--- src/hdl/smpr_defs.svh ---
// Register offsets, field positions and reset values
`ifndef SMPR_DEFS_SVH
`define SMPR_DEFS_SVH
`define SMPR_IDX_DWELL_LO   10'h24b
`define SMPR_IDX_DWELL_HI   10'h24c
`define SMPR_IDX_SYNC_CTL   10'h26f
`define SMPR_IDX_MON_CTL    10'h270
`define SMPR_IDX_PERIOD0    10'h271
`define SMPR_IDX_PERIOD1    10'h272
`define SMPR_IDX_PERIOD2    10'h273
`define SMPR_IDX_RES_CTL    10'h274
`define SMPR_IDX_RESULT0    10'h275
`define SMPR_IDX_RESULT1    10'h276
`define SMPR_IDX_RESULT2    10'h277
`define SMPR_IDX_PCOUNT     10'h278
`define SMPR_IDX_SIDEBAND   10'h279
`define SMPR_BIT_PEAK_EN    1
`define SMPR_BIT_RES_SEL    0
`define SMPR_BIT_RES_UPD    4
`define SMPR_RST_PERIOD     24'h000080
`define SMPR_RST_RES_CTL    8'h01
`define SMPR_RST_ZERO8      8'h00
`endif

--- src/hdl/smpr_pkg.sv ---
// Types shared by the signal monitor files
package smpr_pkg;
  typedef enum logic [1:0] {
    SMPR_SYNC_OFF,
    SMPR_SYNC_CONT,
    SMPR_SYNC_ONCE,
    SMPR_SYNC_RSVD
  } smpr_sync_t;
endpackage

--- src/hdl/smpr_monitor.sv ---
// Signal monitor register block with peak readout on classic Wishbone
//
// Decided for this implementation: the Wishbone interface to the registers.
`timescale 1ns/1ps
`default_nettype none
`include "smpr_defs.svh"
module smpr_monitor #(
  parameter int SAMPLE_W = 14
) (
  // Clock and reset
  input  wire logic                 clk_sys,
  input  wire logic                 rst,
  // Wishbone slave
  input  wire logic                 wb_cyc_i,
  input  wire logic                 wb_stb_i,
  input  wire logic                 wb_we_i,
  input  wire logic [11:0]          wb_adr_i,
  input  wire logic [3:0]           wb_sel_i,
  input  wire logic [31:0]          wb_dat_i,
  output logic      [31:0]          wb_dat_o,
  output logic                      wb_ack_o,
  // Decimated sample stream and chip sync
  input  wire logic                 sampleValid,
  input  wire logic [SAMPLE_W-1:0]  sampleData,
  input  wire logic                 syncPin,
  // Configuration towards neighbouring logic
  output logic      [15:0]          thresholdAlarmDwell,
  output logic      [1:0]           sidebandPortCtl
);
  import smpr_pkg::*;

  logic [7:0]  dwellLo_q;
  logic [7:0]  dwellHi_q;
  logic [1:0]  syncMode_q;
  logic        peakEn_q;
  logic [23:0] period_q;
  logic        resSel_q;
  logic        resUpd_q;
  logic [19:0] result_q;
  logic [7:0]  pcount_q;
  logic [1:0]  sideband_q;
  logic        syncMeta_q;
  logic        syncSync_q;
  logic        syncPrev_q;
  logic        syncEdge;
  logic        restart;
  logic        armed_q;
  logic [12:0] peakHold;
  logic [23:0] countHold;
  logic        req;
  logic        wr;
  logic        wrByte;
  logic [9:0]  idx;
  logic [7:0]  wByte;
  logic [7:0]  rByte;
  logic        mapped;

  // Reset image of the result control byte, so its select bit is taken by index
  localparam logic [7:0] RES_CTL_RST = `SMPR_RST_RES_CTL;

  // Word addressing: register index times four
  assign idx    = wb_adr_i[11:2];
  assign req    = wb_cyc_i && wb_stb_i && !wb_ack_o;
  assign wr     = req && wb_we_i;
  assign wrByte = wr && wb_sel_i[0];
  assign wByte  = wb_dat_i[7:0];

  // Ack one cycle after the request; dropped the cycle after
  always_ff @(posedge clk_sys) begin
    if (rst) begin
      wb_ack_o <= 1'b0;
    end else begin
      wb_ack_o <= req;
    end
  end

  // Dwell time bytes
  always_ff @(posedge clk_sys) begin
    if (rst) begin
      dwellLo_q <= `SMPR_RST_ZERO8;
      dwellHi_q <= `SMPR_RST_ZERO8;
    end else if (wrByte && idx == `SMPR_IDX_DWELL_LO) begin
      dwellLo_q <= wByte;
    end else if (wrByte && idx == `SMPR_IDX_DWELL_HI) begin
      dwellHi_q <= wByte;
    end
  end
  assign thresholdAlarmDwell = {dwellHi_q, dwellLo_q};

  // Sync mode, peak enable and sideband control
  always_ff @(posedge clk_sys) begin
    if (rst) begin
      syncMode_q <= 2'h0;
      peakEn_q   <= 1'b0;
      sideband_q <= 2'h0;
    end else if (wrByte) begin
      if (idx == `SMPR_IDX_SYNC_CTL) begin
        syncMode_q <= wByte[1:0];
      end
      if (idx == `SMPR_IDX_MON_CTL) begin
        peakEn_q <= wByte[`SMPR_BIT_PEAK_EN];
      end
      if (idx == `SMPR_IDX_SIDEBAND) begin
        sideband_q <= wByte[1:0];
      end
    end
  end
  assign sidebandPortCtl = sideband_q;

  // Period bytes; bit 0 of the low byte is fixed at zero
  always_ff @(posedge clk_sys) begin
    if (rst) begin
      period_q <= `SMPR_RST_PERIOD;
    end else if (wrByte) begin
      if (idx == `SMPR_IDX_PERIOD0) begin
        period_q[7:0] <= {wByte[7:1], 1'b0};
      end
      if (idx == `SMPR_IDX_PERIOD1) begin
        period_q[15:8] <= wByte;
      end
      if (idx == `SMPR_IDX_PERIOD2) begin
        period_q[23:16] <= wByte;
      end
    end
  end

  // Sync pin crosses two flops before the edge detector looks at it
  always_ff @(posedge clk_sys) begin
    if (rst) begin
      syncMeta_q <= 1'b0;
      syncSync_q <= 1'b0;
      syncPrev_q <= 1'b0;
    end else begin
      syncMeta_q <= syncPin;
      syncSync_q <= syncMeta_q;
      syncPrev_q <= syncSync_q;
    end
  end
  assign syncEdge = syncSync_q && !syncPrev_q;

  // One-shot arming: cleared after the first sync edge in that mode
  always_ff @(posedge clk_sys) begin
    if (rst) begin
      armed_q <= 1'b0;
    end else if (wrByte && idx == `SMPR_IDX_SYNC_CTL) begin
      armed_q <= (smpr_sync_t'(wByte[1:0]) == SMPR_SYNC_ONCE);
    end else if (syncEdge) begin
      armed_q <= 1'b0;
    end
  end

  // Realign the period on sync: every edge, one edge, or never
  always_comb begin
    case (smpr_sync_t'(syncMode_q))
      SMPR_SYNC_CONT: restart = syncEdge;
      SMPR_SYNC_ONCE: restart = syncEdge && armed_q;
      default:        restart = 1'b0;
    endcase
  end

  // Peak detector runs only while enabled
  smpr_peak_detect #(
    .SAMPLE_W (SAMPLE_W),
    .MAG_W    (13)
  ) u_peak (
    .clk_sys     (clk_sys),
    .rst         (rst),
    .enable      (peakEn_q),
    .period      (period_q),
    .restart     (restart),
    .sampleValid (sampleValid),
    .sampleData  (sampleData),
    .peakHold    (peakHold),
    .countHold   (countHold)
  );

  // Result selection and self-clearing update bit
  always_ff @(posedge clk_sys) begin
    if (rst) begin
      resSel_q <= RES_CTL_RST[`SMPR_BIT_RES_SEL];
      resUpd_q <= 1'b0;
    end else if (wrByte && idx == `SMPR_IDX_RES_CTL) begin
      resSel_q <= wByte[`SMPR_BIT_RES_SEL];
      resUpd_q <= wByte[`SMPR_BIT_RES_UPD];
    end else begin
      resUpd_q <= 1'b0;
    end
  end

  // Readable results change only on an update request
  always_ff @(posedge clk_sys) begin
    if (rst) begin
      result_q <= 20'h00000;
      pcount_q <= 8'h00;
    end else if (resUpd_q) begin
      result_q <= resSel_q ? {peakHold, 7'h00} : 20'h00000;
      pcount_q <= countHold[7:0];
    end
  end

  // Read data selection; unmapped indices read zero
  always_comb begin
    rByte  = 8'h00;
    mapped = 1'b1;
    case (idx)
      `SMPR_IDX_DWELL_LO: rByte = dwellLo_q;
      `SMPR_IDX_DWELL_HI: rByte = dwellHi_q;
      `SMPR_IDX_SYNC_CTL: rByte = {6'h00, syncMode_q};
      `SMPR_IDX_MON_CTL:  rByte = {6'h00, peakEn_q, 1'b0};
      `SMPR_IDX_PERIOD0:  rByte = period_q[7:0];
      `SMPR_IDX_PERIOD1:  rByte = period_q[15:8];
      `SMPR_IDX_PERIOD2:  rByte = period_q[23:16];
      `SMPR_IDX_RES_CTL:  rByte = {3'h0, resUpd_q, 3'h0, resSel_q};
      `SMPR_IDX_RESULT0:  rByte = result_q[7:0];
      `SMPR_IDX_RESULT1:  rByte = result_q[15:8];
      `SMPR_IDX_RESULT2:  rByte = {4'h0, result_q[19:16]};
      `SMPR_IDX_PCOUNT:   rByte = pcount_q;
      `SMPR_IDX_SIDEBAND: rByte = {6'h00, sideband_q};
      default:            mapped = 1'b0;
    endcase
  end

  // Registered read data, presented with ack
  always_ff @(posedge clk_sys) begin
    if (rst) begin
      wb_dat_o <= 32'h00000000;
    end else if (req && !wb_we_i) begin
      wb_dat_o <= mapped ? {24'h000000, rByte} : 32'h00000000;
    end
  end
endmodule
`default_nettype wire

--- src/hdl/smpr_peak_detect.sv ---
// Peak magnitude detector over a programmable period of output samples
`timescale 1ns/1ps
`default_nettype none
module smpr_peak_detect #(
  parameter int SAMPLE_W = 14,
  parameter int MAG_W    = 13
) (
  // Clock and reset
  input  wire logic                clk_sys,
  input  wire logic                rst,
  // Control
  input  wire logic                enable,
  input  wire logic [23:0]         period,
  input  wire logic                restart,
  // Samples
  input  wire logic                sampleValid,
  input  wire logic [SAMPLE_W-1:0] sampleData,
  // Results of the last completed period
  output logic      [MAG_W-1:0]    peakHold,
  output logic      [23:0]         countHold
);
  logic [MAG_W-1:0] peak_q;
  logic [23:0]      count_q;
  logic [MAG_W-1:0] mag;
  logic             last;

  // Magnitude of a two's complement sample, saturated to MAG_W bits
  always_comb begin
    logic [SAMPLE_W-1:0] absVal;
    absVal = sampleData[SAMPLE_W-1] ? (~sampleData + 1'b1) : sampleData;
    if (absVal[SAMPLE_W-1]) begin
      mag = '1;
    end else begin
      mag = absVal[MAG_W-1:0];
    end
  end

  assign last = (count_q + 24'h000001 >= period);

  // Running peak and sample count; a period of zero behaves like one
  always_ff @(posedge clk_sys) begin
    if (rst || restart || !enable) begin
      peak_q  <= '0;
      count_q <= '0;
    end else if (sampleValid) begin
      if (last) begin
        peak_q  <= '0;
        count_q <= '0;
      end else begin
        peak_q  <= (mag > peak_q) ? mag : peak_q;
        count_q <= count_q + 24'h000001;
      end
    end
  end

  // Hold the finished period so software sees a stable value
  always_ff @(posedge clk_sys) begin
    if (rst) begin
      peakHold  <= '0;
      countHold <= '0;
    end else if (enable && sampleValid && last && !restart) begin
      peakHold  <= (mag > peak_q) ? mag : peak_q;
      countHold <= count_q + 24'h000001;
    end
  end
endmodule
`default_nettype wire

--- config.mk ---
export PLATFORM = sky130hd
export DESIGN_NAME = smpr_monitor
export DESIGN_NICKNAME = d
export VERILOG_FILES = /design/src/hdl/smpr_pkg.sv /design/src/hdl/smpr_monitor.sv /design/src/hdl/smpr_peak_detect.sv
export VERILOG_INCLUDE_DIRS = /design/src /design/src/hdl
export SDC_FILE = /design/constraint.sdc
export NUM_CORES = 1
export LEC_CHECK = 0
export ABC_AREA = 1
export BUFFER_PORTS_ARGS = -buffer_cell sky130_fd_sc_hd__buf_2
export CELL_PAD_IN_SITES_DETAIL_PLACEMENT = 1
export CELL_PAD_IN_SITES_GLOBAL_PLACEMENT = 1
export CORE_ASPECT_RATIO = 1.1
export CORE_MARGIN = 2
export CORE_UTILIZATION = 35
export CTS_CLUSTER_SIZE = 28
export DETAILED_ROUTE_END_ITERATION = 6
export GPL_TIMING_DRIVEN = 0
export HOLD_SLACK_MARGIN = 0.05
export PLACE_DENSITY = 0.79
export SYNTH_ARGS = -nofsm -noshare
export SYNTH_HDL_FRONTEND = slang
export SYNTH_HIERARCHICAL = 1
export SYNTH_SLANG_ARGS = --single-unit
export TNS_END_PERCENT = 10
--- constraint.sdc ---
create_clock -name clk_sys -period 2.8 [get_ports clk_sys]
set_input_delay 0 -clock clk_sys [delete_from_list [all_inputs] [get_ports clk_sys]]
set_output_delay 0 -clock clk_sys [all_outputs]
set_load 0.02 [all_outputs]
# Word-level counts from Yosys, hierarchy flattened
# Index checks and enable logic that the tools add are counted.
# classes
add_sub_neg	2
magnitude_cmp	2
eq_ne	16
mux	12
bitwise_logic	3
n_reduce_logical	31
# op_table
cell	n
$eq A10 B10 Y1 const B	13
$pmux W8 S13	1
$mux W13	3
$add A24 B1 Y24 const B	1
$ge A24 B24 Y1	1
$mux W24	1
$mux W20	1
$add A14 B1 Y14 const B	1
$logic_and A1 B1 Y1	14
$mux W14	1
$not A14 Y14	1
$reduce_and A2 Y1	7
$gt A13 B13 Y1	1
$reduce_or A13 Y1	1
$mux W8	1
$logic_not A1 Y1	5
$eq A2 B2 Y1 const B	2
$mux W1	3
$eq A2 B1 Y1 const B	1
$logic_or A1 B1 Y1	2
$not A1 Y1	2
$pmux W1 S2	1
$reduce_bool A2 Y1	1
$reduce_or A2 Y1	1
# totals
register_bits	169
out_inout_bits	51
elab_cells	88

# Logic depth before layout (Yosys ltp)
# depth
depth_word	7
ltp_mapped	21
depth_no_buf	21

# Hierarchy
# Netlist, hierarchy kept.
# modules_own_cells
mod	instances	cells_each	area_per_inst_um2	seq_area_each_um2
smpr_peak_detect	1	762	5031.1	1481.4
smpr_monitor	1	564	4086.4	1601.5

# Least setup slack after synthesis
# OpenSTA, ideal clock, no wires.
# synth_timing
kind	register to register
from	register u_peak.count_q[0]
to	register u_peak/countHold[22] (netlist name)
setup_ps	116
arrival_time_ps	2663
required_time_ps	2684
slack_ps	21
path_stages_with_launch	19
period_less_slack_ps	2779
path_cell_list	dfxtp_1 ha_1 nand3_2 nor2_4 nand2_4 nor2_8 nand3b_4 xnor2_4 ha_1 nand2_1 nor2_1 nand4_1 nor2_1 nand2_2 nand2_4 nand2_2 buf_2 o21ai_0 nor2_1
# synth_lines
element	line	source
start: declaration	smpr_peak_detect.sv:23	logic [23:0] count_q;
start signal: assignment	smpr_peak_detect.sv:51	count_q <= count_q + 24'h000001;

# Final worst setup path
# layout_timing
from	register u_peak.count_q[3]
to	register u_peak.count_q[3]
# layout_between
elab_chain_len	3
# layout_rtl
element	line	source
$add A24 B1 Y24 (*)	smpr_peak_detect.sv:38, smpr_peak_detect.sv:51	
$ge A24 B24 Y1	smpr_peak_detect.sv:38	assign last = (count_q + 24'h000001 >= period);
$mux W24 (*)	smpr_peak_detect.sv:46	if (last) begin
# Every way passes the cells marked *; elsewhere a longest branch is shown, timed or not.
# A chain may end at the register's enable or synchronous reset.

==> results.json <==
{
  "cts.path.max_buffers": 2,
  "skew_ns": 0.0105,
  "setup_ws_ns": -0.335,
  "rsz0062_at_grt": "yes",
  "postSynthCellCount": 1262,
  "vias_per_cell": 4.99,
  "status": "complete, but fails checks",
  "start_util_pct": 35.3,
  "holdCritPathClass": "primary input to flip-flop",
  "area_growth_pct": 26.0,
  "worstMarginPinSlew_ns": 0.702,
  "cts.clk_slew.worst_paths_ns": 0.07,
  "clock_sinks": 138,
  "syn_area_per_cell_um2": 6.81,
  "drv_cap": 0,
  "setup_viol": 58,
  "fin_crit_ns": 3.14,
  "fp.dieArea_um2": 25800,
  "grt.total_usage_pct": 21.4,
  "powerDensity_nw_per_um2": 437,
  "path_class": "flip-flop to flip-flop",
  "cts_tree": "done",
  "core_area_um2": 24300,
  "power.total_mw": 4.74,
  "cp_data_arrival_time_ns": 3.47,
  "grt_pass1_vias": 8871,
  "place.gp.congestion": 0.877,
  "peakVddDrop_uv": 401,
  "overflow": 0,
  "failed_checks": "setup timing",
  "clk_latency_ns": 0.43,
  "slew_violations": 0,
  "drt-pass1-iter-count": 6,
  "grt_pass1_wl_mm": 44.6,
  "finalHoldViolCount": 0,
  "drtIter0Drc": 494,
  "yosysWarnings": 6,
  "drc_errors": 0,
  "drive_gt1_share_pct": 23.6,
  "ant_nets": 0,
  "utilization_pct": 44.5,
  "worstPathMaxFanout": 7,
  "post_drt_wl_per_cell_um": 16.8,
  "syn_area_um2": 8590,
  "wl_mm": 29.3,
  "vias": 8700,
  "h-tree-depth": 4,
  "setup.worst_path.start_class": "flip-flop",
  "antenna_found_initial": 0,
  "nets": 1532,
  "portBuffers": 65,
  "die_w_um": 153,
  "p_leak_nw": 4.85,
  "fin_crit_sh_pct": 112,
  "ioPinCount": 120,
  "die_h_um": 168,
  "endpoint_kind": "flip-flop",
  "cts_root_buf": "clkbuf_16",
  "grt_max_degree": 17,
  "antenna_cells": 0,
  "fmaxAchievable_mhz": 319,
  "cts_made_buffers": 17,
  "cp.required_ns": 3.14,
  "n_fill_cell": 3128,
  "std_cell_rows": 60,
  "hpwl_mm": 20.0,
  "relSlewSlack_pct": 53.2
}
[report_power, final]
part	total, mW	switching [mW]	leakage [nW]	internal (mW)
sequential	1.96	0.000720	1.12	1.96
combinational	0.480	0.314	3.45	0.166
clock	2.30	0.934	0.283	1.36
total	4.74	1.25	4.85	3.49
[final cells by class]
class / count / area (um2) / area share (%)
clock buffers: 19 / 453 / 4.18
flip-flops and latches: 138 / 2810 / 25.9
clock inverters: 13 / 143 / 1.32
multi-input cells: 920 / 5130 / 47.4
well taps: 310 / 388 / 3.58
plain buffers: 71 / 480 / 4.44
inverters: 157 / 592 / 5.46
repair buffers: 117 / 833 / 7.69
[critical path, cell delays in order (launching register included)]
cell and delay, ns:
dfxtp_4 0.38, nand2_1 0.09, nor2_4 0.15, nand3_2 0.13
nor2_2 0.17, xor2_1 0.35, ha_1 0.34, a21o_1 0.20
nor2_2 0.14, nand2_2 0.08, a21oi_4 0.20, nand2_4 0.11
nor2_8 0.19, buf_6 0.15, buf_16 0.11, nand2_1 0.06
a21oi_1 0.18
[metrics by stage]
step                cells  area (um2)  worst slack (ns)  hold slack (ns)  setup TNS, ns
finish               1745       10800            -0.335           0.0712         -12.38
global route         1745       10800            -0.430           0.0821         -20.86
CTS                  1734       10500            -0.149           0.0666          -5.95
detailed placement   1661        9400            -0.466            0.219         -23.37
global placement     1661        9400            -0.419            0.208         -20.15
floorplan            1286        8680            0.0759           0.0691              0
[metal layers]
| metal | global-route usage (%) | wire length (um) | part of all wire (%) | vias up |
|---|---|---|---|---|
| met3 | 3.40 | 883 | 3.0 | 55 |
| met1 | 25.0 | 12300 | 42 | 4159 |
| met5 | 0 | 0 | 0 | - |
| li1 | - | - | - | 4300 |
| met4 | 8.97 | 937 | 3.2 | 0 |
| met2 | 38.7 | 15200 | 52 | 186 |
[placed cells by master (no fill, tap or decap), types with 6 or more instances in the layout]
| master | n |
|---|---|
| inv_1 | 143 |
| ha_1 | 38 |
| o21ai_1 | 19 |
| dlygate4sd3_1 | 14 |
| nand3_1 | 75 |
| o21ai_0 | 39 |
| dfxtp_1 | 118 |
| a21oi_2 | 21 |
| xor2_1 | 12 |
| dfxtp_4 | 8 |
| nor2_2 | 16 |
| a21oi_1 | 98 |
| nor3_4 | 6 |
| nand2_4 | 8 |
| nand2_2 | 29 |
| a211oi_1 | 12 |
| inv_2 | 13 |
| buf_2 | 71 |
| buf_4 | 56 |
| clkbuf_1 | 23 |
| nor3_1 | 8 |
| dfxtp_2 | 12 |
| conb_1 | 25 |
| clkbuf_16 | 17 |
| nand4_1 | 22 |
| nand2_1 | 311 |
| nor2_1 | 127 |
| nor2_4 | 9 |
| buf_6 | 18 |
[final timing paths]
kind                     startpoint           endpoint  slack, ns  depth (start not counted)
setup reg to reg  u_peak/count_q[3]  u_peak/count_q[3]      -0.34                         16
setup / recovery  u_peak/count_q[3]  u_peak/count_q[3]      -0.34                         16
hold / removal          wb_sel_i[0]            armed_q       0.07                          5
hold reg to reg          syncMeta_q         syncSync_q       0.41                          2
[flip-flops by register name, indices dropped and copies added, names as in the netlist, 2 cells and up]
register,flops
dwellHi_q,8
dwellLo_q,8
pcount_q,8
period_q,23
result_q,13
sidebandPortCtl,2
syncMode_q,2
u_peak/countHold,8
u_peak/count_q,24
u_peak/peakHold,13
u_peak/peak_q,13
wb_dat_o,8
[what timing repair did]
action / 4_1_cts / 5_1_grt
hold buffers: 14 / 0
gates resized for setup: 48 / 67
buffers inserted: 23 / 11
pin swaps: 28 / 32
cloned: 4 / 0
setup endpoints to repair: 58 / 58
hold endpoints to repair: 47 / 0
Power figures use the tool's default switching activity.
